--- config.mk ---
export PLATFORM = sky130hd
export DESIGN_NAME = adaptive_lowpass_and_digit_mask
export DESIGN_NICKNAME = d
export VERILOG_FILES = /design/src/hw/lpf_mask_pkg.sv /design/src/hw/adaptive_lowpass_and_digit_mask.sv
export SDC_FILE = /design/constraint.sdc
export NUM_CORES = 2
export LEC_CHECK = 0
export ABC_AREA = 1
export BUFFER_PORTS_ARGS = -buffer_cell sky130_fd_sc_hd__buf_2
export CORE_AREA = 2 2 354 356
export DETAILED_ROUTE_END_ITERATION = 10
export DIE_AREA = 0 0 356 358
export SLEW_MARGIN = 0
export SYNTH_ARGS = -nofsm -noshare
export SYNTH_HDL_FRONTEND = slang
export SYNTH_SLANG_ARGS = --single-unit
--- constraint.sdc ---
create_clock -name mclk -period 86.3 [get_ports mclk]
set_input_delay 17.26 -clock mclk [delete_from_list [all_inputs] [get_ports mclk]]
set_output_delay 17.26 -clock mclk [all_outputs]
set_load 0.03 [all_outputs]
--- src/hw/lpf_mask_pkg.sv ---
// Constants and types for the adaptive low-pass filter and digit mask
package lpf_mask_pkg;
   localparam int SAMPLE_W = 32;
   localparam int TC_CODE_W = 3;
   localparam int DIGITS_HI = 7;
   localparam int DIGITS_LO = 6;
   localparam int LARGE_HI = 5;
   localparam int LARGE_LO = 3;
   localparam int SMALL_HI = 2;
   localparam int SMALL_LO = 0;
   localparam int ECHO_BIT = 2;
   localparam int CH1_EN_BIT = 5;
   localparam int CH3_EN_BIT = 7;
   localparam logic [7:0] FILTER_SETUP_RESET = 8'hC2;
   localparam logic [7:0] CHANNEL_SETUP_RESET = 8'hE1;
   localparam logic [7:0] LINK_SETUP_RESET = 8'h07;
   localparam logic [7:0] ADDRESS_RESET = 8'h31;
   localparam int REPORT_CHARS = 7;
   localparam int SIGN_CHARS = 1;
   localparam int INT_DIGITS = 5;
   localparam int FRAC_DIGITS = 2;
   localparam int BIG_STEP_COUNTS = 10;
   localparam int SHIFT_4CH = 2;
   // Digit selection codes
   typedef enum logic [1:0] {
      DIG_4 = 2'b00,
      DIG_5 = 2'b01,
      DIG_6 = 2'b10,
      DIG_7 = 2'b11
   } digit_mode_t;
   typedef enum logic [1:0] {
      RSP_OTHER = 2'b00,
      RSP_READ = 2'b01,
      RSP_NEW = 2'b10
   } resp_kind_t;
endpackage : lpf_mask_pkg

--- src/hw/adaptive_lowpass_and_digit_mask.sv ---
// Adaptive single-pole low-pass filter with displayed-digit masking
`timescale 1ns/10ps
// Notes on behaviour
// - Readings are sign, five digits, two fractions
// - Bits 7:6 select how many digits show
// - Masking applies only to reading responses
// - Large-signal code comes from bits 5:3
// - Small-signal code comes from bits 2:0
// - Filter choice made after each new sample
// - Step over ten counts uses large constant
// - Step under ten counts uses small constant
// - Codes map off, then 1 to 64 seconds
// - Small code uses the same mapping
// - Time constant scales with enabled channels
// - Filter is first-order low-pass
// - Setup can be rewritten at any time
// - Factory setup: address 1, 300 baud, no parity
// - Echo follows bit 2 of channel byte
// - Channel count from enables, channel 0 always
module adaptive_lowpass_and_digit_mask #(
   parameter int SAMPLE_W = lpf_mask_pkg::SAMPLE_W
) (
   input wire logic mclk, // 100 MHz clock
   input wire logic rst_n, // Asynchronous reset, active low
   input wire logic sample_valid, // New converter sample, one cycle
   input wire logic signed [SAMPLE_W-1:0] sample_in, // Sample in hundredths
   input wire logic cfg_write, // Setup write accepted, one cycle
   input wire logic [7:0] cfg_filter_in, // New filter and digits byte
   input wire logic [7:0] cfg_channel_in, // New channel byte
   input wire logic resp_req, // Response request, one cycle
   input wire lpf_mask_pkg::resp_kind_t resp_kind, // Kind of response
   output logic [7:0] filter_and_digits_setup, // Filter byte readback
   output logic [7:0] channel_setup, // Channel byte readback
   output logic [7:0] link_setup, // Baud and parity byte
   output logic [7:0] address_setup, // Address byte
   output logic echo_enable, // Character echo on
   output logic signed [SAMPLE_W-1:0] filter_out, // Unmasked filter output
   output logic signed [SAMPLE_W-1:0] reading_out, // Response value
   output logic reading_valid, // Response value valid, one cycle
   output logic large_selected // Last update used large constant
);
   import lpf_mask_pkg::*;

   logic [7:0] filt_reg, filt_next, chan_reg, chan_next;
   logic signed [SAMPLE_W-1:0] y_reg, y_next, rd_reg, rd_next;
   logic rv_reg, rv_next, big_reg, big_next;

   // Step weight of one displayed-digit count in hundredths
   function automatic logic [SAMPLE_W-1:0] lsd_unit(input logic [1:0] m);
      case (m)
         DIG_4: lsd_unit = SAMPLE_W'(1000);
         DIG_5: lsd_unit = SAMPLE_W'(100);
         DIG_6: lsd_unit = SAMPLE_W'(10);
         default: lsd_unit = SAMPLE_W'(1);
      endcase
   endfunction : lsd_unit

   // Remove the masked trailing digits, truncating toward zero
   function automatic logic signed [SAMPLE_W-1:0] mask_digits(
      input logic signed [SAMPLE_W-1:0] v, input logic [1:0] m);
      logic signed [SAMPLE_W-1:0] u;
      u = $signed(lsd_unit(m));
      mask_digits = (v / u) * u;
   endfunction : mask_digits

   // Shift for a code: shift per code step plus channel scaling
   function automatic logic [5:0] tc_shift(input logic [2:0] code, input logic [2:0] nch);
      logic [5:0] base;
      base = 6'(code) + 6'(SHIFT_4CH);
      case (nch)
         3'd1: tc_shift = base - 6'd2;
         3'd2, 3'd3: tc_shift = base - 6'd1;
         default: tc_shift = base;
      endcase
   endfunction : tc_shift

   logic [2:0] n_chan;
   logic signed [SAMPLE_W-1:0] diff, adiff, thresh;
   logic [2:0] code_sel;
   logic [5:0] sh;

   always_comb begin
      n_chan = 3'd1 + 3'(chan_reg[CH1_EN_BIT]) + 3'(chan_reg[CH1_EN_BIT+1])
         + 3'(chan_reg[CH3_EN_BIT]);
      diff = sample_in - y_reg;
      adiff = diff[SAMPLE_W-1] ? -diff : diff;
      thresh = SAMPLE_W'($signed(lsd_unit(filt_reg[DIGITS_HI:DIGITS_LO])) * BIG_STEP_COUNTS);
      filt_next = filt_reg;
      chan_next = chan_reg;
      y_next = y_reg;
      big_next = big_reg;
      rd_next = rd_reg;
      rv_next = 1'b0;
      code_sel = filt_reg[SMALL_HI:SMALL_LO];
      if (adiff > thresh) begin
         code_sel = filt_reg[LARGE_HI:LARGE_LO];
      end
      // Equal to threshold stays on small constant
      sh = tc_shift(code_sel, n_chan);
      if (cfg_write) begin
         filt_next = cfg_filter_in;
         chan_next = cfg_channel_in;
      end
      if (sample_valid) begin
         big_next = adiff > thresh;
         if (code_sel == 3'd0) begin
            y_next = sample_in;
         end else begin
            y_next = y_reg + (diff >>> sh);
         end
      end
      if (resp_req) begin
         rv_next = 1'b1;
         if (resp_kind == RSP_READ || resp_kind == RSP_NEW) begin
            rd_next = mask_digits(y_reg, filt_reg[DIGITS_HI:DIGITS_LO]);
         end else begin
            rd_next = y_reg;
         end
      end
   end

   always_ff @(posedge mclk or negedge rst_n) begin
      if (!rst_n) begin
         filt_reg <= FILTER_SETUP_RESET;
         chan_reg <= CHANNEL_SETUP_RESET;
         y_reg <= '0;
         rd_reg <= '0;
         rv_reg <= 1'b0;
         big_reg <= 1'b0;
      end else begin
         filt_reg <= filt_next;
         chan_reg <= chan_next;
         y_reg <= y_next;
         rd_reg <= rd_next;
         rv_reg <= rv_next;
         big_reg <= big_next;
      end
   end

   logic [7:0] link_reg, addr_reg, link_next, addr_next;
   logic echo_reg, echo_next;
   always_comb begin
      link_next = link_reg;
      addr_next = addr_reg;
      echo_next = chan_next[ECHO_BIT];
   end
   always_ff @(posedge mclk or negedge rst_n) begin
      if (!rst_n) begin
         link_reg <= LINK_SETUP_RESET;
         addr_reg <= ADDRESS_RESET;
         echo_reg <= 1'b0;
      end else begin
         link_reg <= link_next;
         addr_reg <= addr_next;
         echo_reg <= echo_next;
      end
   end

   assign filter_and_digits_setup = filt_reg;
   assign channel_setup = chan_reg;
   assign link_setup = link_reg;
   assign address_setup = addr_reg;
   assign echo_enable = echo_reg;
   assign filter_out = y_reg;
   assign reading_out = rd_reg;
   assign reading_valid = rv_reg;
   assign large_selected = big_reg;
endmodule : adaptive_lowpass_and_digit_mask

==> flow_summary.ini <==
[run_status]
status = complete, no violations

[critical_path]
end_kind = flop
arrival_ns = 75.70
critPathMaxStageDelay_ns = 0.83
crit_fanout = 49
startpoint_type = flop
critPathKind = reg -> reg
crit_slowest_cell = dfrtp_4
cp.required_ns = 86.56
cpMostUsedCell = nand2_1

[clock_network]
cts_tree = built
cts_resized = 0
postCtsSetupRepairBufs = 0
htreeDepth = 3
clkSinkCount = 82
clk_pin_slew_ns = 0.08
clock_latency_ns = 0.37
numCtsBuffers = 9
hold_buffers = 0
root_buffer = clkbuf_16
clk_path_buf_depth = 2

[yosys]
synth_seq_cells = 82
syn_area_mm2 = 0.0491
synthArstFlopShare = 1.00
avgSynthCellArea_um2 = 6.25
synth_ff_type = dfrtp_1
ys_types = 90
synth_edf_count = 0
synth_top_cell_area_share = 0.135
yosysSeqAreaShare = 0.0420
post-synth-top-area-cell = nand2_1
yosysWarnings = 0
synth_cells = 7859
ys_top_cells_by_area = nand2_1 14%, ha_1 13%, inv_1 9.1%, fa_1 6.9%, nor2_1 5.6%

[timing]
fin_skew_ns = 0.0137
tightest_slew_ns = 1.07
tns_ns = 0
slew_violations = 0
fin_crit_sh = 0.874
relSlewSlack = 0.283
fmaxAchievable_ghz = 0.0133
hold_viol_final = 0
timing.hold.ws_ns = 0.489
rsz0062_at_grt = no
period_minus_slack_ns = 75.44
final-setup-viol-count = 0

[place]
portBuffers = 137
place.gp.congestion = 0.987
placed_area_mm2 = 0.0506
dp_hpwl_mm = 145

[global_routing]
antenna_found_initial = 3
grt-ovfl-total = 0
grt_usage = 0.261
grt_max_degree = 63
grt_pass1_vias = 47700
grt_pass1_wl_mm = 267

[worst_hold_path]
min_path_type = reg -> reg

[layout]
final_util = 0.413
fillCellCount = 13600
drive_above_1_share = 0.159
nNetsFinal = 8629
postLayoutCellArea_mm2 = 0.0509
area_growth_syn_to_layout_pct = 3.75

[routing]
wl_per_cell_um = 17.9
drt_wl_total_mm = 170
routed_via_density = 5.29
drc = 0
drt-initial-drc-count = 4106
firstDrtPassIters = 6
vias = 50500
detail-route-antenna-nets = 0

[run]
max-cap-violations = 0

[floorplanning]
die_w_um = 356
die-area_mm2 = 0.127
num_rows = 129
ios = 154
floorplan.initialDensity = 0.398
die_y_um = 358
coreArea_mm2 = 0.123
==> Yosys cell counts, drive strengths merged (2+ instances only) <==
cell type / n
dfrtp: 75
a211oi: 10
nand3: 680
inv: 1294
and3: 2
buf: 74
or2: 55
o21a: 9
and2: 9
a21boi: 5
nand4: 193
o21bai: 27
o2111ai: 6
xor2: 205
nor3b: 7
clkbuf: 82
ha: 511
nor4: 21
dlygate4sd3: 2
nor3: 88
conb: 2
dfstp: 7
a221oi: 11
fa: 170
o211ai: 29
a21oi: 359
o311ai: 2
o22ai: 4
o31ai: 18
a21o: 11
nor2: 931
o41ai: 2
a31oi: 11
nand2: 2179
clkinv: 41
mux2i: 19
nand3b: 64
mux2: 9
o221ai: 3
xnor2: 132
o21ai: 491
==> worst paths after layout <==
kind                            slack (ns)  cells after the start      startpoint                          to
max in group asynchronous            68.25                      2           rst_n              filter_out[31]
worst max-delay path                 10.86                    484  filter_out[31]             reading_out[31]
worst min register to register        0.49                      2  reading_out[4]              reading_out[4]
worst max register to register       10.86                    484  filter_out[31]             reading_out[31]
min in group asynchronous            16.80                      1           rst_n  filter_and_digits_setup[2]
worst min-delay path                  0.49                      2  reading_out[4]              reading_out[4]
==> sequential cells by signal (all words and copies together) (netlist names) <==
register,cells
filter_out,32
echo_enable,1
reading_valid,1
filter_and_digits_setup,8
large_selected,1
channel_setup,7
reading_out,32
==> critical path, delay by kind of cell (launching register included) <==
kind	cells	cell delay, ns
buffers and inverters	78	8.86
AO/OA/AOI/OAI	101	18.60
flip-flops	1	0.83
AND/OR/NAND/NOR	261	31.34
XOR/XNOR	3	1.00
adder cells (fa/ha/maj)	41	14.40
==> routing by layer <==
metal  track usage  vias to the layer above  share of wire
li1              -                    25300              -
met1         0.361                    23600           0.46
met2         0.433                     1364           0.46
met3        0.0213                      216          0.053
met4        0.0718                        0          0.029
met5             0                        -              0
==> cell usage in the layout, fill, tap and decap left out, types with 21 or more instances in the layout <==
master / instances
clkinv_1: 27
nand3_1: 486
fa_1: 170
nand2_1: 1765
nor2_2: 132
nor4_1: 21
xnor2_1: 132
nand2_2: 318
inv_1: 1190
inv_2: 92
o21ai_1: 28
o21bai_1: 27
dfrtp_1: 74
nor3_1: 77
a21oi_1: 342
nand2_4: 93
nand3b_1: 60
nor2_4: 64
or2_2: 45
nor2_1: 730
xor2_1: 199
buf_2: 136
o21ai_0: 442
buf_4: 32
nand3_4: 40
ha_1: 511
o211ai_1: 29
nand3_2: 154
nand4_1: 179
==> kinds of logic (layout without fill, tap and decap cells) <==
family / count (synthesis) / count (layout) / share of synthesized area
XOR/XNOR: 337 / 337 / 0.0610
AO/OA/AOI/OAI: 1001 / 1001 / 0.114
multiplexers: 28 / 28 / 0.00594
buffers and inverters: 1496 / 1521 / 0.135
AND/OR/NAND/NOR: 4232 / 4232 / 0.443
flip-flops: 82 / 82 / 0.0420
adder cells (fa/ha/maj): 681 / 681 / 0.200
other: 2 / 18 / 0.000153
==> area by class of cell <==
class                      instances  area [um2]  area share
clock inverter                     7        76.3     0.00150
timing repair buffer             169         941      0.0185
inverter                        1336        5090       0.100
tap                             1637        2050      0.0402
clock buffer                       9         225     0.00442
sequential                        82        2060      0.0405
antenna                            2        5.00   0.0000983
multi-input combinational       6295       40500       0.795
==> per-stage QoR <==
stage / instances / setup slack (ns)
floorplan: 7873 / 23.63
global placement: 9519 / 13.74
detailed placement: 9519 / 11.63
CTS: 9535 / 11.35
global route: 9535 / 2.62
finish: 9537 / 10.86
Power is left out: the tool's default activity adds up to more than one toggle a clock period on the data nets, which glitch-free logic cannot reach.
